===== src/efac_pkg.sv =====
// shared constants and types for the nonvolatile memory access controller
package efac_pkg;

    // ***************************************************************
    // register map (byte-wide registers, 4-bit register address)
    // ***************************************************************
    localparam int REG_AW = 4;
    localparam logic [3:0] OFF_ADDR_LOW = 4'h0;
    localparam logic [3:0] OFF_ADDR_HIGH = 4'h1;
    localparam logic [3:0] OFF_DATA_LOW = 4'h2;
    localparam logic [3:0] OFF_DATA_HIGH = 4'h3;
    localparam logic [3:0] OFF_MEM_CTRL = 4'h4;
    localparam logic [3:0] OFF_UNLOCK = 4'h5;
    localparam logic [3:0] OFF_STATUS = 4'h6;

    // ***************************************************************
    // memory_control and status field positions
    // ***************************************************************
    localparam int CTL_SPACE_BIT = 7;
    localparam int CTL_ABORT_BIT = 3;
    localparam int CTL_ENABLE_BIT = 2;
    localparam int CTL_GO_BIT = 1;
    localparam int CTL_RD_BIT = 0;
    localparam int STS_DONE_BIT = 0;

    // ***************************************************************
    // unlock keys, sizes and reset values
    // ***************************************************************
    localparam logic [7:0] UNLOCK_KEY1 = 8'h55;
    localparam logic [7:0] UNLOCK_KEY2 = 8'haa;
    localparam int EE_BYTES = 256;
    localparam int FLASH_AW = 13;
    localparam int FLASH_DW = 14;
    localparam logic [7:0] RST_BYTE = 8'h00;
    localparam logic RST_BIT = 1'b0;

    // ***************************************************************
    // state encodings
    // ***************************************************************
    typedef enum logic [1:0] {
        ST_IDLE = 2'b00,
        ST_FL_WAIT = 2'b01,
        ST_FL_ACCESS = 2'b10,
        ST_WRITE = 2'b11
    } efac_state_e;

    typedef enum logic [1:0] {
        UL_IDLE = 2'b00,
        UL_KEY1 = 2'b01,
        UL_ARMED = 2'b10
    } efac_unlock_e;

endpackage


===== src/efac_ctrl.sv =====
// nonvolatile memory access controller: eeprom byte read/write, flash word read
`timescale 1ns/1ps
//
// Contract
// - eeprom read data lands in data_low by the next cycle.
// - data_low keeps a read result until next read or software write.
// - write starts only after 55h, AAh to unlock_port, then program_go.
// - program_go cannot be set while program_enable is clear.
// - hardware never clears program_enable.
// - clearing program_enable mid-write does not stop the write.
// - write end clears program_go and sets program_done_flag.
// - program_done_flag is both interrupt source and pollable status bit.
// - flash read uses second cycle after read_go; that cycle's access ignored.
// - flash word lands in data_low and data_high the next cycle, held.
// - read_go and program_go are set-only; hardware clears them on completion.
// - reading unlock_port returns all zeros.
// - warm reset during a write sets program_abort_flag; address/data kept.
// - eeprom holds 256 bytes addressed through addr_low.
module efac_ctrl #(
    parameter int FL_AW = efac_pkg::FLASH_AW,
    parameter int FL_DW = efac_pkg::FLASH_DW
) (
    input wire logic sys_clk,
    input wire logic sys_rst,
    input wire logic rstCold,
    input wire logic [efac_pkg::REG_AW-1:0] regAddr,
    input wire logic [7:0] regWrData,
    input wire logic regWr,
    input wire logic regRd,
    output logic [7:0] regRdData,
    output logic [7:0] eeAddr,
    input wire logic [7:0] eeRdData,
    output logic eeWrReq,
    output logic [7:0] eeWrData,
    input wire logic eeWrDone,
    output logic [FL_AW-1:0] flashAddr,
    output logic flashRdEn,
    input wire logic [FL_DW-1:0] flashRdData,
    output logic slotIgnore,
    output logic progDoneIrq,
    output logic writeBusy
);
    import efac_pkg::*;

    // ***************************************************************
    // storage
    // ***************************************************************
    logic [7:0] addrLow_q;
    logic [7:0] addrHigh_q;
    logic [7:0] dataLow_q;
    logic [7:0] dataHigh_q;
    logic spaceSel_q;
    logic progEn_q;
    logic abortFlag_q;
    logic doneFlag_q;
    logic eeWrReq_q;
    logic flashRdEn_q;
    logic busy_q;
    logic [7:0] rdData_q;
    efac_state_e state_q;
    efac_state_e state_d;

    // ***************************************************************
    // decode of accepted accesses
    // ***************************************************************
    logic accWr;
    logic accRd;
    logic ctlWr;
    logic armed;
    logic startRead;
    logic startWrite;
    logic eeRead;
    logic flashCapture;
    logic writeEnd;
    logic [7:0] ctlView;
    logic [7:0] stsView;

    // the slot used by the flash array swallows any access in it
    assign accWr = regWr && !flashRdEn_q;
    assign accRd = regRd && !flashRdEn_q;
    assign ctlWr = accWr && (regAddr == OFF_MEM_CTRL);

    // read takes the space bit written alongside it; only from idle
    assign startRead = ctlWr && regWrData[CTL_RD_BIT] && (state_q == ST_IDLE);
    assign eeRead = startRead && !regWrData[CTL_SPACE_BIT];

    // flash writes are not supported here, so a set space bit refuses go
    // a go write that also sets read_go is taken as a read only
    assign startWrite = ctlWr && regWrData[CTL_GO_BIT] && !regWrData[CTL_RD_BIT]
        && armed
        && progEn_q
        && !regWrData[CTL_SPACE_BIT]
        && (state_q == ST_IDLE);

    assign flashCapture = (state_q == ST_FL_ACCESS);
    assign writeEnd = (state_q == ST_WRITE) && eeWrDone;

    // ***************************************************************
    // unlock sequencer
    // ***************************************************************
    efac_unlock_seq efac_unlock_seq_i (
        .sys_clk(sys_clk),
        .sys_rst(sys_rst),
        .wrStrobe(accWr),
        .wrUnlock(regAddr == OFF_UNLOCK),
        .wrData(regWrData),
        .armed(armed)
    );

    // ***************************************************************
    // operation sequencer
    // ***************************************************************
    // next state for reads and writes
    always_comb begin
        state_d = state_q;
        case (state_q)
            ST_IDLE: begin
                if (startRead && regWrData[CTL_SPACE_BIT]) begin
                    // one instruction runs before the array slot
                    state_d = ST_FL_WAIT;
                end else if (startWrite) begin
                    state_d = ST_WRITE;
                end
            end
            ST_FL_WAIT: begin
                state_d = ST_FL_ACCESS;
            end
            ST_FL_ACCESS: begin
                // the array word is captured as this slot ends
                state_d = ST_IDLE;
            end
            ST_WRITE: begin
                // program_enable is not looked at here, so clearing it is harmless
                if (eeWrDone) begin
                    state_d = ST_IDLE;
                end
            end
            default: begin
                state_d = ST_IDLE;
            end
        endcase
    end

    // state register
    always_ff @(posedge sys_clk) begin
        if (sys_rst) begin
            state_q <= ST_IDLE;
        end else begin
            state_q <= state_d;
        end
    end

    // busy flag mirrors program_go for the outside world
    always_ff @(posedge sys_clk) begin
        if (sys_rst) begin
            busy_q <= RST_BIT;
        end else begin
            busy_q <= (state_d == ST_WRITE);
        end
    end

    // flash read strobe in the second cycle after read_go
    always_ff @(posedge sys_clk) begin
        if (sys_rst) begin
            flashRdEn_q <= RST_BIT;
        end else begin
            flashRdEn_q <= (state_d == ST_FL_ACCESS);
        end
    end

    // one-cycle program request to the array's self-timed machinery
    always_ff @(posedge sys_clk) begin
        if (sys_rst) begin
            eeWrReq_q <= RST_BIT;
        end else begin
            eeWrReq_q <= startWrite;
        end
    end

    // ***************************************************************
    // address registers
    // ***************************************************************
    // addr_low: kept across warm reset so an interrupted write can be retried
    always_ff @(posedge sys_clk) begin
        if (sys_rst) begin
            if (rstCold) begin
                addrLow_q <= RST_BYTE;
            end
        end else if (accWr && regAddr == OFF_ADDR_LOW) begin
            addrLow_q <= regWrData;
        end
    end

    // addr_high: only the flash path uses it; the eeprom reach is the low byte
    always_ff @(posedge sys_clk) begin
        if (sys_rst) begin
            if (rstCold) begin
                addrHigh_q <= RST_BYTE;
            end
        end else if (accWr && regAddr == OFF_ADDR_HIGH) begin
            addrHigh_q <= regWrData;
        end
    end

    // ***************************************************************
    // data registers
    // ***************************************************************
    // data_low: eeprom byte, low byte of a flash word, or software value
    always_ff @(posedge sys_clk) begin
        if (sys_rst) begin
            if (rstCold) begin
                dataLow_q <= RST_BYTE;
            end
        end else if (eeRead) begin
            dataLow_q <= eeRdData;
        end else if (flashCapture) begin
            dataLow_q <= flashRdData[7:0];
        end else if (accWr && regAddr == OFF_DATA_LOW) begin
            dataLow_q <= regWrData;
        end
    end

    // data_high: upper flash bits, zero-extended to a byte
    always_ff @(posedge sys_clk) begin
        if (sys_rst) begin
            if (rstCold) begin
                dataHigh_q <= RST_BYTE;
            end
        end else if (flashCapture) begin
            dataHigh_q <= 8'(flashRdData[FL_DW-1:8]);
        end else if (accWr && regAddr == OFF_DATA_HIGH) begin
            dataHigh_q <= regWrData;
        end
    end

    // ***************************************************************
    // memory_control bits
    // ***************************************************************
    // space select and enable change only by software
    always_ff @(posedge sys_clk) begin
        if (sys_rst) begin
            spaceSel_q <= RST_BIT;
            progEn_q <= RST_BIT;
        end else if (ctlWr) begin
            spaceSel_q <= regWrData[CTL_SPACE_BIT];
            progEn_q <= regWrData[CTL_ENABLE_BIT];
        end
    end

    // abort flag: set when a warm reset cuts a write short
    always_ff @(posedge sys_clk) begin
        if (sys_rst) begin
            if (rstCold) begin
                abortFlag_q <= RST_BIT;
            end else if (state_q == ST_WRITE) begin
                abortFlag_q <= 1'b1;
            end
        end else if (ctlWr) begin
            abortFlag_q <= regWrData[CTL_ABORT_BIT];
        end
    end

    // ***************************************************************
    // completion flag
    // ***************************************************************
    // writing 0 clears; a completion in the same cycle wins
    always_ff @(posedge sys_clk) begin
        if (sys_rst) begin
            doneFlag_q <= RST_BIT;
        end else if (writeEnd) begin
            doneFlag_q <= 1'b1;
        end else if (accWr && regAddr == OFF_STATUS) begin
            doneFlag_q <= regWrData[STS_DONE_BIT];
        end
    end

    // ***************************************************************
    // register read port
    // ***************************************************************
    // control image; go and read_go show the sequencer, so software cannot clear them
    always_comb begin
        ctlView = RST_BYTE;
        ctlView[CTL_SPACE_BIT] = spaceSel_q;
        ctlView[CTL_ABORT_BIT] = abortFlag_q;
        ctlView[CTL_ENABLE_BIT] = progEn_q;
        ctlView[CTL_GO_BIT] = (state_q == ST_WRITE);
        ctlView[CTL_RD_BIT] = (state_q == ST_FL_WAIT);
    end

    // status image: the completion flag is the only stored bit
    always_comb begin
        stsView = RST_BYTE;
        stsView[STS_DONE_BIT] = doneFlag_q;
    end

    // read data stands for one cycle after the strobe, zero otherwise
    always_ff @(posedge sys_clk) begin
        if (sys_rst) begin
            rdData_q <= RST_BYTE;
        end else if (!accRd) begin
            rdData_q <= RST_BYTE;
        end else if (regAddr == OFF_ADDR_LOW) begin
            rdData_q <= addrLow_q;
        end else if (regAddr == OFF_ADDR_HIGH) begin
            rdData_q <= addrHigh_q;
        end else if (regAddr == OFF_DATA_LOW) begin
            rdData_q <= dataLow_q;
        end else if (regAddr == OFF_DATA_HIGH) begin
            rdData_q <= dataHigh_q;
        end else if (regAddr == OFF_MEM_CTRL) begin
            rdData_q <= ctlView;
        end else if (regAddr == OFF_STATUS) begin
            rdData_q <= stsView;
        end else begin
            // unlock_port has no storage; unmapped reads zero as well
            rdData_q <= RST_BYTE;
        end
    end

    // ***************************************************************
    // outputs
    // ***************************************************************
    // array addresses and data come straight from the software registers
    assign eeAddr = addrLow_q;
    assign eeWrData = dataLow_q;
    // addr_high bits above the flash reach are stored but never drive the array
    assign flashAddr = {addrHigh_q[FL_AW-9:0], addrLow_q};
    assign eeWrReq = eeWrReq_q;
    assign flashRdEn = flashRdEn_q;
    assign slotIgnore = flashRdEn_q;
    assign progDoneIrq = doneFlag_q;
    assign writeBusy = busy_q;
    assign regRdData = rdData_q;
endmodule


===== src/efac_unlock_seq.sv =====
// unlock key sequencer: two key writes must directly precede the start write
`timescale 1ns/1ps
module efac_unlock_seq (
    input wire logic sys_clk,
    input wire logic sys_rst,
    input wire logic wrStrobe,
    input wire logic wrUnlock,
    input wire logic [7:0] wrData,
    output logic armed
);
    import efac_pkg::*;

    efac_unlock_e st_q;
    efac_unlock_e st_d;

    // ***************************************************************
    // next key state: every accepted write advances or starts over
    // ***************************************************************
    always_comb begin
        st_d = st_q;
        if (wrStrobe) begin
            if (wrUnlock && wrData == UNLOCK_KEY1) begin
                st_d = UL_KEY1;
            end else if (wrUnlock && wrData == UNLOCK_KEY2 && st_q == UL_KEY1) begin
                st_d = UL_ARMED;
            end else begin
                // any other write, the start write included, starts over
                st_d = UL_IDLE;
            end
        end
    end

    // key state register
    always_ff @(posedge sys_clk) begin
        if (sys_rst) begin
            st_q <= UL_IDLE;
        end else begin
            st_q <= st_d;
        end
    end

    assign armed = (st_q == UL_ARMED);
endmodule

===== config.mk =====
export PLATFORM = sky130hd
export DESIGN_NAME = efac_ctrl
export DESIGN_NICKNAME = d
export VERILOG_FILES = /design/src/efac_pkg.sv /design/src/efac_ctrl.sv /design/src/efac_unlock_seq.sv
export SDC_FILE = /design/constraint.sdc
export NUM_CORES = 1
export LEC_CHECK = 0
export ABC_AREA = 1
export ABC_CLOCK_PERIOD_IN_PS = 2500
export BUFFER_PORTS_ARGS = -buffer_cell sky130_fd_sc_hd__clkbuf_2
export CORE_UTILIZATION = 45
export DETAILED_ROUTE_END_ITERATION = 8
export PLACE_DENSITY = 0.71
export SYNTH_ARGS = -nofsm -noshare
export SYNTH_HDL_FRONTEND = slang
export SYNTH_SLANG_ARGS = --single-unit

===== constraint.sdc =====
create_clock -name sys_clk -period 2.5 [get_ports sys_clk]
set_clock_uncertainty 0.1 [all_clocks]
set_input_delay 0.5 -clock sys_clk [delete_from_list [all_inputs] [get_ports sys_clk]]
set_output_delay 0.5 -clock sys_clk [all_outputs]
set_load 0.02 [all_outputs]

; ---- Word-level counts from Yosys, hierarchy flattened
; Cells that the tools add are included.
[classes]
n_bitwise = 1
muxes = 30
n_reduce_logical = 39
eq_ne = 17
[ops]
columns = op, count
row1 = $mux W8, 17
row2 = $logic_and A1 B1 Y1, 22
row3 = $eq A4 B3 Y1 const B, 3
row4 = $eq A2 B2 Y1 const B, 5
row5 = $mux W2, 5
row6 = $reduce_and A2 Y1, 5
row7 = $eq A4 B2 Y1 const B, 2
row8 = $eq A8 B7 Y1 const B, 1
row9 = $eq A8 B8 Y1 const B, 1
row10 = $pmux W2 S4, 1
row11 = $reduce_bool A2 Y1, 4
row12 = $mux W1, 7
row13 = $eq A2 B1 Y1 const B, 2
row14 = $eq A4 B1 Y1 const B, 1
row15 = $logic_not A4 Y1, 1
row16 = $reduce_bool A4 Y1, 1
row17 = $logic_not A1 Y1, 3
row18 = $ne A3 B1 Y1 const B, 1
row19 = $reduce_bool A3 Y1, 1
row20 = $logic_not A2 Y1, 1
row21 = $ne A2 B1 Y1 const B, 1
row22 = $reduce_or A2 Y1, 1
row23 = $not A1 Y1, 1
[word_totals]
elab_cells = 101
input_bits = 40
reg_bits = 51
output_inout_bits = 42

; ---- Longest topological paths before layout
; Gate-level depths: netlist of the first run.
[logic_depth]
depth_word = 13
ltp_mapped = 9
mapped_depth_nobuf = 9

; ---- Cells and area by module
; Synthesis of the first run repeated with hierarchy kept, for this count alone.
[hier_totals]
hier_cells = 336
hier_area_um2 = 2672.6
[by_module_without_submodules]
columns = mod, cells_per_inst, area_each_um2, n_inst, seq_area_each_um2
row1 = efac_ctrl, 305, 2508.7, 1, 1311.3
row2 = efac_unlock_seq, 31, 163.9, 1, 40.0

; ---- Least setup slack after synthesis of the first run
; Ideal clock, no wire load.
[synth_path]
path_type = in2reg
from = input regAddr[1] (netlist bit)
to = register dataLow_q[0], in the netlist eeWrData[0] (enable)
slack_ps = 335
arrival_ps = 1690
path_buffers = 1
cell_stages = 6
required_ps = 2025
setup_ps = 375
path_cell_list = nor2_2 > nand2_2 > nor2_4 > nand3_2 > buf_6 > a21oi_1
[synth_between]
elab_chain_cells = 7
word_cells_on_any_way = 9
cone_classes = 2 x eq/ne / 7 x reduce/logical
[synth_lines]
columns = item, line_no
row1 = start: declaration, efac_ctrl.sv:26  ; input wire logic [efac_pkg::REG_AW-1:0] regAddr,
row2 = $eq A4 B3 Y1, efac_ctrl.sv:81  ; assign ctlWr = accWr && (regAddr == OFF_MEM_CTRL);
row3 = $logic_and A1 B1 Y1, efac_ctrl.sv:81
row4 = $logic_and A1 B1 Y1 (2 in series), efac_ctrl.sv:84  ; assign startRead = ctlWr && regWrData[CTL_RD_BIT] && (state_q == ST_IDLE);
row5 = $logic_and A1 B1 Y1, efac_ctrl.sv:85  ; assign eeRead = startRead && !regWrData[CTL_SPACE_BIT];
row6 = $reduce_bool A4 Y1 (no line) (*), --
row7 = $reduce_and A2 Y1 (no line) (*), --
row8 = end signal: assignment, efac_ctrl.sv:215  ; dataLow_q <= eeRdData;
row9 = end signal: assignment, efac_ctrl.sv:217  ; dataLow_q <= flashRdData[7:0];
row10 = end signal: assignment, efac_ctrl.sv:219  ; dataLow_q <= regWrData;
row11 = end: declaration, efac_ctrl.sv:50  ; logic [7:0] dataLow_q;
; Mark *: on every way between the ends. The rest lies on a longest branch, timed or not.
; A chain may end at the register's enable or synchronous reset.

; ---- Worst setup path in the final report of the first run
[layout_path]
from = register state_q[1]
to = register dataLow_q[3], in the netlist eeWrData[3] (enable)
[layout_between]
elab_chain_cells = 5
word_cells_on_any_way = 6
cone_classes = 1 x eq/ne / 5 x reduce/logical
[layout_lines]
columns = item, line_no
row1 = start: declaration, efac_ctrl.sv:60  ; efac_state_e state_q;
row2 = start signal: assignment, efac_ctrl.sv:149  ; state_q <= state_d;
row3 = $logic_not A2 Y1, efac_ctrl.sv:84
row4 = $logic_and A1 B1 Y1, efac_ctrl.sv:84
row5 = $logic_and A1 B1 Y1, efac_ctrl.sv:85
row6 = $reduce_bool A4 Y1 (no line) (*), --
row7 = $reduce_and A2 Y1 (no line) (*), --
; Marks and branches as above.

==> results.txt, run 1 <==
Status: finished clean
Starting Density: 0.4665
DR WL/cell: 13.88 um
Measured slew at the worst slew-check pin: 378.9 ps
Most frequent cells in the layout: 81 x clkbuf_2, 78 x nand2_1, 52 x nor2_1, 46 x inv_1, 33 x edfxtp_1
Switching Fraction: 0.2373
Gp weighted congestion: 0.9975
Post-route setup slack: 727.6 ps
HP Class: primary input to flip-flop
Max-Cap Viols: 0
Site row count: 27
Worst vdd ir: 0.3249 mV
Reg power frac: 0.515
Final setup viols: 0
P_sw: 0.4421 mW
Starting DRT DRC Count: 156
Worst setup EP type: flip-flop
Post-synth top area share: 0.3858
Crit path time final: 1772 ps
Dpl ws: 422.2 ps
1st-pass router iterations: 5
Hold Vio Cnt, Final: 0
Core Footprint: 0.005507 mm^2
Layout Nets: 445
Cts repair resizes: 0
HPWL Detailed: 5.368 mm
Clk buf depth: 2
Clock-pin slew on the worst setup and hold paths: 90 ps
Chip width: 77.55 um
RSZ-0062 raised after global routing: false
Total GRT Usage: 0.2362
Total Wirelength: 6.636 mm
Clk_lat worst skew: 300 ps
CP Class: flip-flop to flip-flop
Crit share post-route: 0.7090
Boundary Pins: 82
# clock sinks: 51
First-pass GRT wire length: 10.87 mm
Avg Synthesized Cell Area: 7.928 um^2
Internal cell power: 1.421 mW
Vias in the first global route: 2254
Grt ovf: 0
Htree depth: 2
Post-DP Area: 0.003022 mm^2
Most common library cell in the layout ignoring fill and taps: clkbuf_2
Setup Buffers After CTS: 0
Die Area: 0.006014 mm^2
Crit path arrival time: 1690 ps
Logic pwr share: 0.126
Via count: 2363
Post-synth net total: 364
PortBufs: 81
TNS Setup: 0 ps
CP startpoint kind: flip-flop
Antenna cells: 0
Synth warn: 0
Largest net degree at the start of global routing: 16
Worst endpoint required time: 2410 ps
Post-synthesis cell area: 0.002569 mm^2
Vias/cell: 4.944
# DRC: 0
Chip Height: 77.55 um
Initial antenna violation count: 0
Final Max Tran Viols: 0
CP max FO: 8
Clock Root Buffer: clkbuf_8
Relative slew slack: 0.7454
F_max: 0.5642 GHz
TritonCTS clock tree: built
Leak pwr: 1.567 nW
Post-synth top area cell: edfxtp_1
P&R area growth vs syn: 22.80%
Share of cells above drive strength 1: 0.2635
#FFs+latches synth: 51
Total CTS buffers: 5
Mapped Cells: 324
Design Area, Final: 0.003154 mm^2
Synth cell types: 21
Top cells by area, synth: edfxtp_1 39%, dfxtp_1 14%, nand2_1 11%, nor2_1 7.6%, inv_1 6.7%
Register area share after synthesis: 0.5261
PwrDens: 590.5 mW/mm^2
Final ANT Viol Nets: 0
Hold-fix buffers, CTS: 0
FILL cells: 528
Total Power Consumption: 1.863 mW
Clock power share: 0.359
==> path summary, 6_finish.rpt <==
path | startpoint | end | slack (ps) | depth (start not counted)
setup reg to reg | state_q[1] | eeWrData[3] | 730 | 7
hold reg to reg | spaceSel_q | spaceSel_q | 400 | 2
hold / removal | regRd | regRdData[1] | 370 | 3
setup / recovery | state_q[1] | eeWrData[3] | 730 | 7
==> stage by stage <==
step | hold slack (ps) | cells | util
after floorplan | 349.2 | 324 | -
after global placement | 402.8 | 470 | 0.5487
after detailed placement | 379.7 | 470 | 0.5487
after CTS | 363.1 | 478 | 0.5728
after global routing | 390.3 | 478 | 0.5728
final | 368.7 | 478 | 0.5728
==> routing by layer <==
layer,vias up,part of all wire,global-route usage
li1,1189,-,-
met1,1056,0.45,0.3094
met2,102,0.46,0.3796
met3,16,0.060,0.04118
met4,0,0.035,0.1094
met5,-,0,0
==> worst max-delay path: stages, from the launching register on <==
cell and delay, ps:
dfxtp_1 380, inv_1 90, nor2_2 290, nor2_1 150
o21ai_0 110, inv_1 60, a21oi_1 130, buf_4 190
==> registers in the layout, summed over array words and instances (netlist names) <==
register,cells
abortFlag_q,1
addrHigh_q,8
dataHigh_q,8
eeAddr,8
eeWrData,8
eeWrReq,1
efac_unlock_seq_i.st_q,2
flashRdEn,1
progDoneIrq,1
progEn_q,1
regRdData,8
spaceSel_q,1
state_q,2
writeBusy,1
==> area by class of cell <==
type                       instances  area [um^2]  share of cell area
clock buffer                       6        72.57             0.02301
clock inverter                     2        60.06             0.01904
inverter                          46        172.7             0.05474
multi-input combinational        208        912.1              0.2892
sequential                        51         1351              0.4284
tap                               72        90.09             0.02856
timing repair buffer              93        495.5              0.1571
==> power by group through the flow <==
stage	clock (mW)	combinational [mW]	sequential (mW)
5_1_grt	0.707	0.259	0.963
2_1_floorplan	0	0.117	0.998
3_3_place_gp	0	0.233	0.978
4_1_cts	0.677	0.235	0.959
3_5_place_dp	0	0.234	0.978
6_report	0.669	0.235	0.958
==> Yosys cell counts (all sizes together) <==
master  count
dfxtp      18
buf        17
nor3        3
inv        46
nand3      27
edfxtp     33
nand4       5
a21oi      19
nor2       56
o21ai      14
clkbuf      2
or2         1
o22ai       4
nand2      79
==> cells by family after synthesis <==
family                 after synthesis  synth area share
buffers and inverters               65            0.1188
AND/OR/NAND/NOR                    171            0.2811
flip-flops                          51            0.5261
AO/OA/AOI/OAI                       37           0.07404
Power figures use the tool's default switching activity.
==> run 2, diff against run 1 <==
ABC_CLOCK_PERIOD_IN_PS = 1600   (was 2500)
PLACE_DENSITY = 0.74   (was 0.71)
clock period = 1.6 ns   (was 2.5 ns; I/O delays follow)
==> results.txt, run 2 (synthesis gave the netlist of run 1 again) <==
Status: finished clean
Core Footprint: 0.005507 mm^2 (unchanged)
Site row count: 27 (unchanged)
First-pass GRT wire length: 10.81 mm (-0.63%)
Boundary Pins: 82 (unchanged)
Vias in the first global route: 2332 (+3.5%)
CP max FO: 8 (unchanged)
CP Class: flip-flop to flip-flop
Measured slew at the worst slew-check pin: 468.0 ps (+89.08 ps)
Max stage delay cell, worst path: dfxtp_2
Total GRT Usage: 0.2393 (+0.003042)
# clock sinks: 51 (unchanged)
Worst vdd ir: 0.3749 mV (+15%)
Clock Root Buffer: clkbuf_8
Grt ovf: 0 (unchanged)
PortBufs: 81 (unchanged)
Total Power Consumption: 2.653 mW (+42%)
CP cell instances: inv_2 -> nor2_4 -> nor2_2 -> o21ai_1 -> inv_1 -> a21oi_4
F_max: 0.6594 GHz (+17%)
HPWL Detailed: 5.615 mm (+4.6%)
Chip Height: 77.55 um (unchanged)
Final Max Tran Viols: 0 (unchanged)
Clk_lat worst skew: 300 ps (about the same)
P&R area growth vs syn: 30.10%
Die Area: 0.006014 mm^2 (unchanged)
Total CTS buffers: 5 (unchanged)
FILL cells: 504 (-4.5%)
Fin util: 0.6069 (+0.03408)
Largest net degree at the start of global routing: 17 (+1)
Antenna cells: 0 (unchanged)
Layout Nets: 468 (+5.2%)
Largest stage delay on the critical path: 360 ps (-20 ps)
Hold_sp: regRd
Chip width: 77.55 um (unchanged)
Crit path arrival time: 1410 ps (-280 ps)
Htree depth: 2 (unchanged)
Gp weighted congestion: 0.9996 (+0.21%)
Vias/cell: 4.940 (about the same)
Clock-pin slew on the worst setup and hold paths: 100 ps (about the same)
Final setup viols: 0 (unchanged)
Starting Density: 0.4665 (unchanged)
Crit share post-route: 0.9478 (+0.2388)
Crit path from: state_q[1]
Most common library cell in the layout ignoring fill and taps: clkbuf_2
# DRC: 0 (unchanged)
Worst Hold Depth: 3 (unchanged)
Crit path time final: 1516 ps (-256.0 ps)
R2R depth: 6 (-1)
1st-pass router iterations: 4 (-1)
Max-Cap Viols: 0 (unchanged)
Relative slew slack: 0.6869 (-0.05859)
Total Wirelength: 6.840 mm (+3.1%)
RSZ-0062 raised after global routing: true
Hold Vio Cnt, Final: 0 (unchanged)
Multi-input gate area: 962.2 um^2 (+5.5%)
Final ANT Viol Nets: 0 (unchanged)
HP Class: primary input to flip-flop
Clk buf depth: 2 (unchanged)
DR WL/cell: 13.65 um (-1.7%)
PwrDens: 793.8 mW/mm^2 (+34%)
Share of cells above drive strength 1: 0.3263 (+0.06279)
Dpl ws: -107.2 ps (-529.3 ps)
Worst setup EP type: flip-flop
Leak pwr: 1.663 nW (+6.1%)
TritonCTS clock tree: built
Starting DRT DRC Count: 166 (+6.4%)
Worst endpoint required time: 1490 ps (-920 ps)
Initial antenna violation count: 0 (unchanged)
Reg2reg start: state_q[1]
Via count: 2475 (+4.7%)
FF+latch area: 0.001353 mm^2 (about the same)
R2R setup slack: 80 ps (-640 ps)
CP startpoint kind: flip-flop
Post-route setup slack: 83.58 ps (-644.0 ps)
Most frequent cells in the layout: 81 x clkbuf_2, 77 x nand2_1, 51 x nor2_1, 43 x inv_1, 35 x buf_4
run 2: worst max-delay path, delay by kind of cell (launching register included):
family / cells / cell delay (ps)
AO/OA/AOI/OAI: 2 / 360
flip-flops: 1 / 360
AND/OR/NAND/NOR: 2 / 230
buffers and inverters: 2 / 150
run 2: per-stage QoR:
| step | hold slack, ps | cells | instance area, um^2 | TNS, ps |
|---|---|---|---|---|
| finish | 165.0 | 501 | 3342 | 0 |
| global route | 163.9 | 501 | 3342 | -14.49 |
| global placement | 369.7 | 492 | 3232 | -815.3 |
| CTS | 152.7 | 500 | 3324 | 0 |
| detailed placement | 378.2 | 492 | 3232 | -1712 |
| floorplan | 349.2 | 324 | 2616 | -670.1 |
run 2: path summary, 6_finish.rpt:
| kind | endpoint |
|---|---|
| worst max-delay path | eeWrData[7] |
| worst min-delay path | regRdData[1] |
| worst max register to register | eeWrData[7] |
| worst min register to register | spaceSel_q |
run 2: layer usage:
metal	routed length [um]	track usage	vias to the layer above
met2	3270	0.3973	111
met3	441	0.04941	16
met4	167	0.1094	0
met1	2961	0.2981	1112
met5	0	0	-
li1	-	-	1236
run 2: layout make-up:
type                            instances  area share
Clock inverter                          3    0.005990
Clock buffer                            5     0.02059
Tap cell                               72     0.02696
Timing Repair Buffer                  116      0.1999
Multi-Input combinational cell        208      0.2879
Sequential cell                        51      0.4047
Inverter                               46     0.05391
run 2: power breakdown:
| group | internal (mW) | leakage, nW | switching, mW | total, mW |
|---|---|---|---|---|
| clock | 0.306 | 0.0418 | 0.432 | 0.738 |
| sequential | 1.47 | 0.465 | 0.0320 | 1.50 |
| combinational | 0.158 | 1.16 | 0.255 | 0.413 |
run 2: timing repair:
item | 4_1_cts | 5_1_grt
buffers inserted | 0 | 1
resized for setup | 2 | 5
pin swaps | 2 | 2
hold buffers | 0 | 0
endpoints found under the setup margin | 8 | 23
